`src/design/bmp_pkg.sv`:
```
package bmp_pkg;
   // power modes
   typedef enum logic [3:0] {
      BMP_OFF     = 4'h1,
      BMP_STANDBY = 4'h2,
      BMP_ACTIVE  = 4'h4,
      BMP_SLEEP   = 4'h8
   } bmp_mode_t;

   // command codes from the link decoder
   typedef enum logic [2:0] {
      BMP_CMD_NONE     = 3'h0,
      BMP_CMD_SLEEP    = 3'h1,
      BMP_CMD_RESET    = 3'h2,
      BMP_CMD_CALC_SUM = 3'h3,
      BMP_CMD_CHK_SUM  = 3'h4,
      BMP_CMD_SCAN_A   = 3'h5,
      BMP_CMD_SCAN_B   = 3'h6,
      BMP_CMD_DIRECT   = 3'h7
   } bmp_cmd_t;

   // balancing modes
   localparam logic [1:0] BMP_BAL_MANUAL = 2'h0;
   localparam logic [1:0] BMP_BAL_TIMED = 2'h1;
   localparam logic [1:0] BMP_BAL_AUTO = 2'h2;

   localparam int BMP_CELLS = 12;
   localparam int BMP_MAX_DEVICES = 14;
   localparam int BMP_MAX_CHAIN_CELLS = 168;
   localparam int BMP_WORDS = 8;
   localparam int BMP_CLK_MHZ = 25;
   localparam int BMP_OP_NS = 400;
   localparam int BMP_OP_CYC = (BMP_OP_NS * BMP_CLK_MHZ + 999) / 1000;
   localparam int BMP_WD_CYC = 4000;
   localparam logic [15:0] BMP_SUM_RST = 16'h0000;
endpackage : bmp_pkg

```
`src/design/bmp_power_modes.sv`:
```
`timescale 1ns/10ps
// How it works
// [RULE_01] three power modes exist: normal, sleep and shutdown
// [RULE_02] sleep entered by sleep command or watchdog timeout
// [RULE_03] sleep keeps registers, timed scans and balancing; link activity wakes it; here there are no timed scans and scan commands are refused in sleep
// [RULE_04] enable pin low forces shutdown
// [RULE_05] leaving shutdown does not reload eeprom into registers
// [RULE_06] host toggles enable low then high, then waits settle time
// [RULE_07] host enumerates chain after settle wait before other commands
// [RULE_08] host sends reset to each device starting at top
// [RULE_09] reset command recalls eeprom and computes eeprom signature
// [RULE_10] host enumerates again after software reset
// [RULE_11] host compares stored and calculated eeprom signatures
// [RULE_12] host rewrites non-default settings after recovery
// [RULE_13] host sends calculate-register-checksum after reloading settings
// [RULE_14] check-checksum command sends fault response on mismatch
// [RULE_15] normal mode has standby waiting and active operating states
// [RULE_16] measurement results pass unfiltered; only fault paths are filtered
// [RULE_17] twelve cells per device, fourteen devices, 168 cells
// [RULE_18] two scan modes plus single direct measurement
// [RULE_19] faults reported as command responses or unprompted messages
// [RULE_20] manual, timed and auto-terminating balancing modes; timed mode here acts like manual, with no timer
// [RULE_21] communication wake returns to standby
module bmp_power_modes
   import bmp_pkg::*;
(
   input wire logic ref_clk,
   input wire logic rst,
   input wire logic enable,
   input wire logic link_activity,
   input wire bmp_pkg::bmp_cmd_t cmd,
   input wire logic cmd_valid,
   input wire logic [15:0] eeprom_word,
   input wire logic [15:0] reg_sum_live,
   input wire logic [13:0] adc_sample,
   input wire logic adc_sample_valid,
   input wire logic fault_raw,
   input wire logic comm_fault,
   input wire logic [1:0] bal_mode_sel,
   input wire logic bal_target_met,
   output logic [3:0] mode,
   output logic [15:0] eeprom_signature,
   output logic recall_done,
   output logic [15:0] reg_sum,
   output logic sum_fault_resp,
   output logic unprompted_fault,
   output logic [13:0] adc_result,
   output logic fault_filtered,
   output logic balance_on,
   output logic [1:0] scan_kind
);
   import bmp_pkg::*; // [RULE_17] cell and chain counts

   bmp_mode_t mode_q, mode_d;
   logic [15:0] sig_q, sig_d, sum_q, sum_d;
   logic [12:0] wd_q, wd_d;
   logic [3:0] op_q, op_d;
   logic [2:0] rcl_q, rcl_d;
   logic rbusy_q, rbusy_d, rdone_q, rdone_d;
   logic sf_q, sf_d, uf_q, uf_d;
   logic [13:0] adc_q, adc_d;
   logic [1:0] flt_q, flt_d;
   logic ff_q, ff_d, bal_q, bal_d;
   logic [1:0] sk_q, sk_d;
   logic go_sleep, wd_exp;

   assign wd_exp = (wd_q == 13'(BMP_WD_CYC));
   assign go_sleep = (cmd_valid && cmd == BMP_CMD_SLEEP) || wd_exp; // [RULE_02]

   always_comb begin
      mode_d = mode_q;
      op_d = op_q;
      wd_d = wd_q;
      sk_d = sk_q;
      if (link_activity || cmd_valid) begin
         wd_d = '0;
      end else if (!wd_exp && mode_q != BMP_SLEEP) begin
         wd_d = wd_q + 13'h0001;
      end
      case (mode_q)
         BMP_OFF: begin
            if (enable) begin
               mode_d = BMP_STANDBY; // [RULE_05]
            end
         end
         BMP_STANDBY: begin
            if (go_sleep) begin
               mode_d = BMP_SLEEP; // [RULE_02]
            end else if (cmd_valid && cmd >= BMP_CMD_SCAN_A) begin
               mode_d = BMP_ACTIVE; // [RULE_15]
               op_d = 4'(BMP_OP_CYC);
               sk_d = 2'(cmd - BMP_CMD_SCAN_A); // [RULE_18]
            end
         end
         BMP_ACTIVE: begin
            if (op_q <= 4'h1) begin
               mode_d = BMP_STANDBY; // [RULE_15]
            end
            op_d = op_q - 4'h1;
         end
         BMP_SLEEP: begin
            if (link_activity) begin
               mode_d = BMP_STANDBY; // [RULE_03] [RULE_21]
               wd_d = '0;
            end
         end
         default: mode_d = BMP_OFF;
      endcase
      if (!enable) begin
         mode_d = BMP_OFF; // [RULE_04] [RULE_01]
         wd_d = '0;
      end
   end

   always_comb begin
      sig_d = sig_q;
      rcl_d = rcl_q;
      rbusy_d = rbusy_q;
      rdone_d = 1'b0;
      sum_d = sum_q;
      sf_d = 1'b0;
      if (mode_q == BMP_STANDBY && cmd_valid && cmd == BMP_CMD_RESET) begin
         rbusy_d = 1'b1; // [RULE_09]
         rcl_d = '0;
         sig_d = BMP_SUM_RST;
      end else if (rbusy_q) begin
         sig_d = {sig_q[14:0], sig_q[15] ^ sig_q[13]} ^ eeprom_word; // [RULE_09]
         rcl_d = rcl_q + 3'h1;
         if (rcl_q == 3'(BMP_WORDS - 1)) begin
            rbusy_d = 1'b0;
            rdone_d = 1'b1;
         end
      end
      if (mode_q == BMP_STANDBY && cmd_valid && cmd == BMP_CMD_CALC_SUM) begin
         sum_d = reg_sum_live;
      end
      if (mode_q == BMP_STANDBY && cmd_valid && cmd == BMP_CMD_CHK_SUM) begin
         sf_d = (reg_sum_live != sum_q); // [RULE_14] [RULE_19]
      end
      if (!enable) begin
         rbusy_d = 1'b0;
      end
   end

   always_comb begin
      adc_d = adc_sample_valid ? adc_sample : adc_q; // [RULE_16]
      flt_d = {flt_q[0], fault_raw};
      ff_d = ff_q;
      if (flt_q[1] == flt_q[0]) begin
         ff_d = flt_q[1]; // [RULE_16]
      end
      uf_d = comm_fault && mode_q != BMP_OFF; // [RULE_19]
      case (bal_mode_sel)
         BMP_BAL_MANUAL: bal_d = mode_q != BMP_OFF; // [RULE_20]
         BMP_BAL_TIMED: bal_d = mode_q != BMP_OFF;
         BMP_BAL_AUTO: bal_d = mode_q != BMP_OFF && !bal_target_met; // [RULE_20]
         default: bal_d = 1'b0;
      endcase
   end

   always_ff @(posedge ref_clk or posedge rst) begin
      if (rst) begin
         mode_q <= BMP_OFF;
         wd_q <= '0;
         op_q <= '0;
         sk_q <= '0;
         sig_q <= BMP_SUM_RST;
         rcl_q <= '0;
         rbusy_q <= 1'b0;
         rdone_q <= 1'b0;
         sum_q <= BMP_SUM_RST;
         sf_q <= 1'b0;
         uf_q <= 1'b0;
         adc_q <= '0;
         flt_q <= '0;
         ff_q <= 1'b0;
         bal_q <= 1'b0;
      end else begin
         mode_q <= mode_d;
         wd_q <= wd_d;
         op_q <= op_d;
         sk_q <= sk_d;
         sig_q <= sig_d;
         rcl_q <= rcl_d;
         rbusy_q <= rbusy_d;
         rdone_q <= rdone_d;
         sum_q <= sum_d;
         sf_q <= sf_d;
         uf_q <= uf_d;
         adc_q <= adc_d;
         flt_q <= flt_d;
         ff_q <= ff_d;
         bal_q <= bal_d;
      end
   end

   assign mode = mode_q;
   assign eeprom_signature = sig_q;
   assign recall_done = rdone_q;
   assign reg_sum = sum_q;
   assign sum_fault_resp = sf_q;
   assign unprompted_fault = uf_q;
   assign adc_result = adc_q;
   assign fault_filtered = ff_q;
   assign balance_on = bal_q;
   assign scan_kind = sk_q;

   a_enable_low_off: assert property (@(posedge ref_clk) disable iff (rst)
      !enable |=> mode_q == BMP_OFF) else $error("enable low did not shut down"); // [RULE_04]
   a_sleep_cmd: assert property (@(posedge ref_clk) disable iff (rst)
      enable && mode_q == BMP_STANDBY && cmd_valid && cmd == BMP_CMD_SLEEP |=> mode_q == BMP_SLEEP)
      else $error("sleep command ignored"); // [RULE_02]
   a_wake_standby: assert property (@(posedge ref_clk) disable iff (rst)
      enable && mode_q == BMP_SLEEP && link_activity |=> mode_q == BMP_STANDBY)
      else $error("no wake to standby"); // [RULE_21]
   a_sleep_holds: assert property (@(posedge ref_clk) disable iff (rst)
      enable && mode_q == BMP_SLEEP && !link_activity |=> mode_q == BMP_SLEEP)
      else $error("sleep left without wake"); // [RULE_03]
   a_off_to_standby: assert property (@(posedge ref_clk) disable iff (rst)
      mode_q == BMP_OFF && enable |=> mode_q == BMP_STANDBY && $stable(sig_q))
      else $error("shutdown exit wrong"); // [RULE_05]
   a_recall_len: assert property (@(posedge ref_clk) disable iff (rst)
      enable && mode_q == BMP_STANDBY && cmd_valid && cmd == BMP_CMD_RESET ##1 enable [*8]
      |=> rdone_q) else $error("recall did not finish in 8 words"); // [RULE_09]
   a_chk_fault: assert property (@(posedge ref_clk) disable iff (rst)
      mode_q == BMP_STANDBY && cmd_valid && cmd == BMP_CMD_CHK_SUM
      |=> sf_q == ($past(reg_sum_live) != $past(sum_q)))
      else $error("checksum fault wrong"); // [RULE_14]
   a_active_ends: assert property (@(posedge ref_clk) disable iff (rst)
      $rose(mode_q == BMP_ACTIVE) |-> ##[1:12] mode_q != BMP_ACTIVE)
      else $error("operation never ends"); // [RULE_15]
   a_adc_pass: assert property (@(posedge ref_clk) disable iff (rst)
      adc_sample_valid |=> adc_q == $past(adc_sample)) else $error("adc filtered"); // [RULE_16]
   a_auto_stop: assert property (@(posedge ref_clk) disable iff (rst)
      bal_mode_sel == BMP_BAL_AUTO && bal_target_met |=> !bal_q) else $error("auto balance ran on"); // [RULE_20]
   c_sleep_wake: cover property (@(posedge ref_clk) mode_q == BMP_SLEEP ##[1:20] mode_q == BMP_STANDBY);
   c_scan: cover property (@(posedge ref_clk) mode_q == BMP_ACTIVE);
   c_recall: cover property (@(posedge ref_clk) rdone_q);
   c_sum_fault: cover property (@(posedge ref_clk) sf_q);
endmodule : bmp_power_modes

```
`config.mk`:
```
export PLATFORM = sky130hd
export DESIGN_NAME = bmp_power_modes
export DESIGN_NICKNAME = d
export VERILOG_FILES = /design/src/design/bmp_pkg.sv /design/src/design/bmp_power_modes.sv
export SDC_FILE = /design/constraint.sdc
export NUM_CORES = 1
export LEC_CHECK = 0
export BUFFER_PORTS_ARGS = -buffer_cell sky130_fd_sc_hd__buf_2
export CELL_PAD_IN_SITES_DETAIL_PLACEMENT = 1
export CELL_PAD_IN_SITES_GLOBAL_PLACEMENT = 2
export CORE_MARGIN = 5
export CORE_UTILIZATION = 35
export DETAILED_ROUTE_END_ITERATION = 10
export PLACE_DENSITY_LB_ADDON = 0.08
export SLEW_MARGIN = 15
export SYNTH_ARGS = -nofsm -noshare
export SYNTH_HDL_FRONTEND = slang
export SYNTH_SLANG_ARGS = --single-unit
```
`constraint.sdc`:
```
create_clock -name ref_clk -period 4.5 [get_ports ref_clk]
set_input_delay 0.225 -clock ref_clk [delete_from_list [all_inputs] [get_ports ref_clk]]
set_output_delay 0.225 -clock ref_clk [all_outputs]
set_load 0.01 [all_outputs]
```
==> impl_metrics.yaml, run 1 <==
drt:
  post_drt_wl_per_cell_um: 15.4
  vias: 2860
  drt_iter0_drc: 97
  vias_per_cell: 4.84
  ant_nets: 0
  firstDrtPassIters: 4
  routed_wl_um: 9130
  drc: 0
timing:
  slew_violations: 0
  hold_violations: 0
  fmax_mhz: 520
  holdWs_ns: 0.110
  setup_viol_count_final: 0
  worst_pin_slew_ns: 0.927
  skew_ns: 0.0136
  tns_ns: 0
  setup_slack_ns: 2.58
  fin_crit_ns: 1.92
  rsz0062_at_grt: "false"
  slew-limit-headroom_pct: 37.4
  fin_crit_sh_pct: 42.8
floorplanning:
  start_util_pct: 35.9
  coreArea_um2: 10900
  dieArea_um2: 13400
  die_y_um: 116
  boundaryPins: 117
  rows: 38
  die_w_um: 116
yosys:
  async_flop_share_pct: 100
  syn_nets: 397
  synth-edff-count: 0
  yosysSeqAreaShare_pct: 51.2
  syn-instance-count: 327
  syn-cell-area_um2: 3910
  yosysWarnings: 0
  yosysUniqueCellTypes: 51
  ys_ff_latch: 80
  synth_area_per_cell_um2: 12.0
  ys.flop_type: "dfrtp_1"
worst_setup_path:
  ff2ff_setup_slack_ns: 2.58
  end_kind: "flip-flop"
  arrival_ns: 2.17
  critPathLaunchType: "flip-flop"
  required_ns: 4.74
  crit_fanout: 16
  critPathKind: "reg2reg"
power:
  p_comb_share_pct: 30.4
  clkPwrFrac_pct: 24.5
  power.switching_mw: 0.793
  power.density_nw_per_um2: 493
  irDropWorstVdd_mv: 0.218
  power.internal_mw: 1.61
  pwr-share-seq_pct: 45.1
  power.leakage_nw: 2.26
  p_sw_share_pct: 33.1
  total_power_mw: 2.40
cts:
  htree_levels: 3
  post_cts.repair.setup_buffers: 0
  cts_root_buf: "clkbuf_8"
  clockBufferDepth: 2
  post_cts_resized: 0
  path_clk_slew_ns: 0.09
  insertion_delay_ns: 0.35
  numCtsBuffers: 9
  cts_num_sinks: 80
  cts_tree: "built"
placed_design:
  place_area_um2: 4630
  pre_cts_slack_ns: 2.46
  io_buffers: 116
  dp_hpwl_um: 6790
  gp_congestion: 0.704
  dp.cells: 573
global_routing:
  grt_max_degree: 58
  grtUsageTotal_pct: 14.3
  antenna_found_initial: 0
  grt_pass1_wl_um: 15300
  grt-ovfl-total: 0
  grt_pass1_vias: 3102
finish:
  fin_nets: 516
  area_growth_pct: 24.4
  diodes: 0
  fillers: 1230
  fin_area_um2: 4870
  fin_cells: 591
  regArea_um2: 2000
  final_util_pct: 44.7
  multi_input_area_um2: 1820
  drive_above_1_share_pct: 39.0
status:
  status: "finished clean"
worst_hold_path:
  hold_path.class: "in2reg"
run:
  timing.max_cap.violations: 0
[area by class of cell]
| class | instances | share of cell area (%) |
|---|---|---|
| clock buffers | 10 | 2.62 |
| clock inverters | 6 | 1.88 |
| inverters | 8 | 0.643 |
| multi-input cells | 227 | 37.4 |
| flip-flops and latches | 80 | 41.2 |
| well taps | 140 | 3.60 |
| repair buffers | 120 | 12.7 |
[cell families (layout without fill, tap and decap cells)]
kind of cell | Yosys count | after routing | share of synthesized area (%)
XOR/XNOR | 44 | 44 | 9.85
AO/OA/AOI/OAI | 39 | 39 | 7.32
buffers and inverters | 20 | 144 | 2.27
adder cells (fa/ha/maj) | 11 | 11 | 3.45
AND/OR/NAND/NOR | 97 | 97 | 14.7
flip-flops | 80 | 80 | 51.2
multiplexers | 36 | 36 | 11.2
[synth_stat cells, types with 2 or more instances]
cell	instances	area (um^2)
a211oi_1	15	113
a21oi_1	2	10.0
a31oi_1	3	18.8
a41o_1	2	20.0
and3_1	2	12.5
buf_2	5	25.0
clkbuf_1	6	22.5
dfrtp_1	79	1980
ha_1	10	125
inv_1	8	30.0
mux2_2	20	225
mux2_4	10	150
mux2i_1	5	50.1
nand2_1	15	56.3
nand2b_1	3	18.8
nand3_1	3	15.0
nand4_1	8	50.1
nor2_1	37	139
nor2b_1	2	12.5
nor3_1	7	35.0
nor3b_1	2	15.0
nor4_1	2	12.5
nor4b_1	2	17.5
nor4b_4	3	71.3
o21a_1	2	15.0
o21ai_0	6	30.0
o31a_1	2	17.5
xnor2_1	39	342
xor2_1	5	43.8
[worst paths after layout]
| kind | depth (start not counted) | to | startpoint |
|---|---|---|---|
| setup / recovery | 3 | reg_sum[3] | mode[1] |
| max in group asynchronous | 4 | rbusy_q | rst |
| hold reg to reg | 0 | flt_q[1] | flt_q[0] |
| setup reg to reg | 3 | reg_sum[3] | mode[1] |
| min in group asynchronous | 3 | adc_result[12] | rst |
| hold / removal | 2 | adc_result[7] | adc_sample[7] |
[power by group through the flow]
stage / clock network, mW / registers [mW] / logic [mW]
final: 0.586 / 1.08 / 0.730
after global routing: 0.639 / 1.12 / 0.818
after CTS: 0.611 / 1.09 / 0.750
after detailed placement: 0 / 1.10 / 0.747
after global placement: 0 / 1.09 / 0.724
after floorplan: 0 / 1.12 / 0.422
[flip-flops by register name (all words and copies together), names as in the netlist]
name	count
adc_result	14
balance_on	1
eeprom_signature	16
fault_filtered	1
flt_q	2
mode	4
op_q	4
rbusy_q	1
rcl_q	3
recall_done	1
reg_sum	16
scan_kind	2
sum_fault_resp	1
unprompted_fault	1
wd_q	13
[layout by cell type, fill, tap and decap left out, types with 7 or more instances in the layout]
cell type / n
a211oi_1: 15
buf_2: 116
clkbuf_8: 9
dfrtp_1: 78
ha_1: 10
inv_1: 7
mux2_2: 20
mux2_4: 10
nand2_1: 15
nand4_1: 8
nor2_1: 37
nor3_1: 7
xnor2_1: 39
[what timing repair did]
action	CTS	global route
endpoints found under the setup margin	0	0
hold endpoints to repair	23	0
hold buffers	2	0
[metal layers]
metal  vias to the layer above  wire length [um]  global-route usage, %  part of all wire [%]
met5                         -                 0                      0                     0
met1                      1397              4240                   19.3                    46
met3                         5               576                   3.92                   6.3
met2                        73              4230                   22.6                    46
met4                         0                80                   4.18                  0.88
li1                       1385                 -                      -                     -
[critical path: stages, from the launching register on]
cell and delay (ns):
dfrtp_1 0.57, nor4b_4 0.43, nand4b_4 0.39, mux2_4 0.42
Power figures use the tool's default switching activity.
==> inputs of run 2 (changes only) <==
--- a/config.mk
+++ b/config.mk
@@ -5,11 +5,12 @@
 export SDC_FILE = /design/constraint.sdc
 export NUM_CORES = 1
 export LEC_CHECK = 0
+export ABC_AREA = 1
 export BUFFER_PORTS_ARGS = -buffer_cell sky130_fd_sc_hd__buf_2
 export CELL_PAD_IN_SITES_DETAIL_PLACEMENT = 1
 export CELL_PAD_IN_SITES_GLOBAL_PLACEMENT = 2
 export CORE_MARGIN = 5
-export CORE_UTILIZATION = 35
+export CORE_UTILIZATION = 27
 export DETAILED_ROUTE_END_ITERATION = 10
 export PLACE_DENSITY_LB_ADDON = 0.08
 export SLEW_MARGIN = 15
==> constraint.sdc (replaced) <==
create_clock -name ref_clk -period 1.6 [get_ports ref_clk]
set_input_delay 0.08 -clock ref_clk [delete_from_list [all_inputs] [get_ports ref_clk]]
set_output_delay 0.08 -clock ref_clk [all_outputs]
set_load 0.01 [all_outputs]
==> impl_metrics.yaml, run 2 <==
timing:
  slew-limit-headroom_pct: 77.4
  skew_ns: 0.00579
  setup_viol_count_final: 0
  slew_violations: 0
  fin_crit_ns: 1.49
  fmax_mhz: 671
  worst_pin_slew_ns: 0.339
  holdWs_ns: 0.0112
  hold_violations: 0
  fin_crit_sh_pct: 93.1
yosys:
  synth-edff-count: 0
  yosysMostFrequentCell: "nand2_1"
  synth_area_leader_cell: "dfrtp_1"
  yosysSeqAreaShare_pct: 50.1
  yosysWarnings: 0
  synth_area_per_cell_um2: 8.77
  synthDominantCellAreaShare_pct: 49.4
  ys_ff_latch: 80
  syn-instance-count: 456
  syn-cell-area_um2: 4000
  async_flop_share_pct: 100
  synth_area_leaders: "dfrtp_1 49%, nand2_1 11%, xnor2_1 5.5%, inv_1 5.3%, o21ai_0 5.1%"
  ys.flop_type: "dfrtp_1"
  yosysUniqueCellTypes: 38
  yosys-top-cells-count: "122 x nand2_1, 79 x dfrtp_1, 56 x inv_1"
  syn_nets: 526
finish:
  area_growth_pct: 43.4
  final_util_pct: 39.5
  layout_commonest_cell: "nand2_1"
  multi_input_area_um2: 1820
  layout_common_cells: "120 x nand2_1, 116 x buf_2, 79 x dfrtp_1, 50 x inv_1, 41 x o21ai_0"
  diodes: 0
  fillers: 1778
  drive_above_1_share_pct: 33.2
  regArea_um2: 2000
  fin_nets: 710
drt:
  vias_per_cell: 4.31
  firstDrtPassIters: 4
  post_drt_wl_per_cell_um: 14.0
  ant_nets: 0
  drt_iter0_drc: 106
  drc: 0
  routed_wl_um: 11600
  vias: 3576
global_routing:
  antenna_found_initial: 0
  grtUsageTotal_pct: 13.6
  grt_max_degree: 42
  grt_pass1_vias: 3844
  grt_pass1_wl_um: 19200
  grt-ovfl-total: 0
power:
  power.density_nw_per_um2: 1060
  irDropWorstVdd_mv: 0.493
  power.leakage_nw: 2.91
  total_power_mw: 6.08
run:
  timing.max_cap.violations: 0
floorplanning:
  die_w_um: 132
  start_util_pct: 27.5
  dieArea_um2: 17400
  coreArea_um2: 14500
  die_y_um: 132
  boundaryPins: 117
  rows: 44
cts:
  clockBufferDepth: 2
  cts_num_sinks: 80
  path_clk_slew_ns: 0.06
  numCtsBuffers: 9
  htree_levels: 3
  cts_tree: "built"
  insertion_delay_ns: 0.34
  cts_root_buf: "clkbuf_16"
worst_setup_path:
  worstPathCellList: "inv_2, ha_4, nand2_1, nor2_2, nand3_4, buf_4, nand4_2, buf_4, nand3_1, nand2_1"
  critPathKind: "reg2reg"
  crit_buf_inv: 3
  arrival_ns: 1.76
  crit_fanout: 3
  crit_path_top_delay_cell: "dfrtp_1"
  rr_worst_depth: 10
  end_kind: "flip-flop"
  critPathLaunchType: "flip-flop"
  critical_path.top_delay_family: "simple AND/OR/NAND/NOR gates"
  cp_slowest_stage_delay_ns: 0.40
  required_ns: 1.87
  critical_path_depth: 10
placed_design:
  io_buffers: 116
  dp_hpwl_um: 8690
  gp_congestion: 0.764
worst_hold_path:
  hold_depth: 3
  hold_path.class: "in2reg"
status:
  status: "finished clean"
[run 2: cell types whose count changed in the layout (fill, tap and decap cells not counted), moves of 6 or more]
| cell | before | now |
|---|---|---|
| mux2_4 | 10 | 0 |
| nand2_1 | 15 | 120 |
| nand3_1 | 3 | 15 |
| xnor2_1 | 39 | 25 |
| mux2_2 | 20 | 14 |
| o21ai_0 | 6 | 41 |
| clkbuf_8 | 9 | 0 |
| a211oi_1 | 15 | 0 |
| inv_1 | 7 | 50 |
| buf_4 | 2 | 30 |
| clkbuf_16 | 0 | 9 |
| dlygate4sd3_1 | 2 | 27 |
[run 2: final timing paths]
kind                            startpoint             endpoint  slack (ns)
max                                wd_q[1]              op_q[1]        0.11
min                        reg_sum_live[1]           reg_sum[1]        0.01
max reg2reg                        wd_q[1]              op_q[1]        0.11
min reg2reg                       flt_q[0]             flt_q[1]        0.38
max in group asynchronous              rst              mode[0]        0.76
min in group asynchronous              rst  eeprom_signature[7]        0.26
[run 2: cells by family (layout without fill, tap and decap cells)]
| logic type | after synthesis | count (layout) | share of synthesized area [%] |
|---|---|---|---|
| AO/OA/AOI/OAI | 54 | 54 | 7.35 |
| XOR/XNOR | 32 | 32 | 7.00 |
| adder cells (fa/ha/maj) | 11 | 11 | 3.38 |
| buffers and inverters | 65 | 254 | 6.60 |
| flip-flops | 80 | 80 | 50.1 |
| multiplexers | 14 | 14 | 3.94 |
| AND/OR/NAND/NOR | 200 | 200 | 21.7 |
[run 2: tightest hold or removal path, cell delays in order]
cell and delay (ns):
buf_2 0.11, inv_1 0.04, o21ai_0 0.07
[run 2: stage by stage]
step | instance area [um^2] | std cells | worst slack [ns] | setup TNS, ns
finish | 5740 | 829 | 0.110 | 0
global route | 5740 | 829 | -0.0125 | -0.0227
CTS | 5610 | 824 | 0.00701 | 0
detailed placement | 5060 | 781 | -0.0149 | -0.0149
global placement | 5060 | 781 | 0.0195 | 0
floorplan | 4010 | 456 | 0.122 | 0
[run 2: layout make-up]
type                            instances  area share [%]
Tap cell                              184            4.01
Sequential cell                        80            34.9
Timing Repair Buffer                  180            20.9
Multi-Input combinational cell        311            31.6
Clock buffer                           12            4.12
Clock inverter                          4           0.523
Inverter                               58            3.90
[run 2: repair_timing]
| item | 4_1_cts | 5_1_grt |
|---|---|---|
| setup endpoints to repair | 3 | 50 |
| setup buffers | 0 | 4 |
| pin swaps | 0 | 5 |
| hold buffers | 27 | 0 |
| endpoints found under the hold margin | 36 | 0 |
| resized for setup | 2 | 26 |
| cloned | 0 | 1 |
[run 2: routing by layer]
metal | share of wire (%) | wire [um] | vias to the layer above | GRT usage [%]
li1 | - | - | 1801 | -
met5 | 0 | 0 | - | 0
met2 | 47 | 5500 | 65 | 21.5
met4 | 1.2 | 140 | 0 | 4.11
met1 | 47 | 5450 | 1702 | 17.9
met3 | 4.7 | 553 | 8 | 4.39
[run 2: report_power, final]
part / internal [mW] / leakage, nW / switching (mW)
combinational: 0.726 / 1.74 / 0.737
sequential: 2.39 / 1.04 / 0.312
clock: 1.06 / 0.127 / 0.854
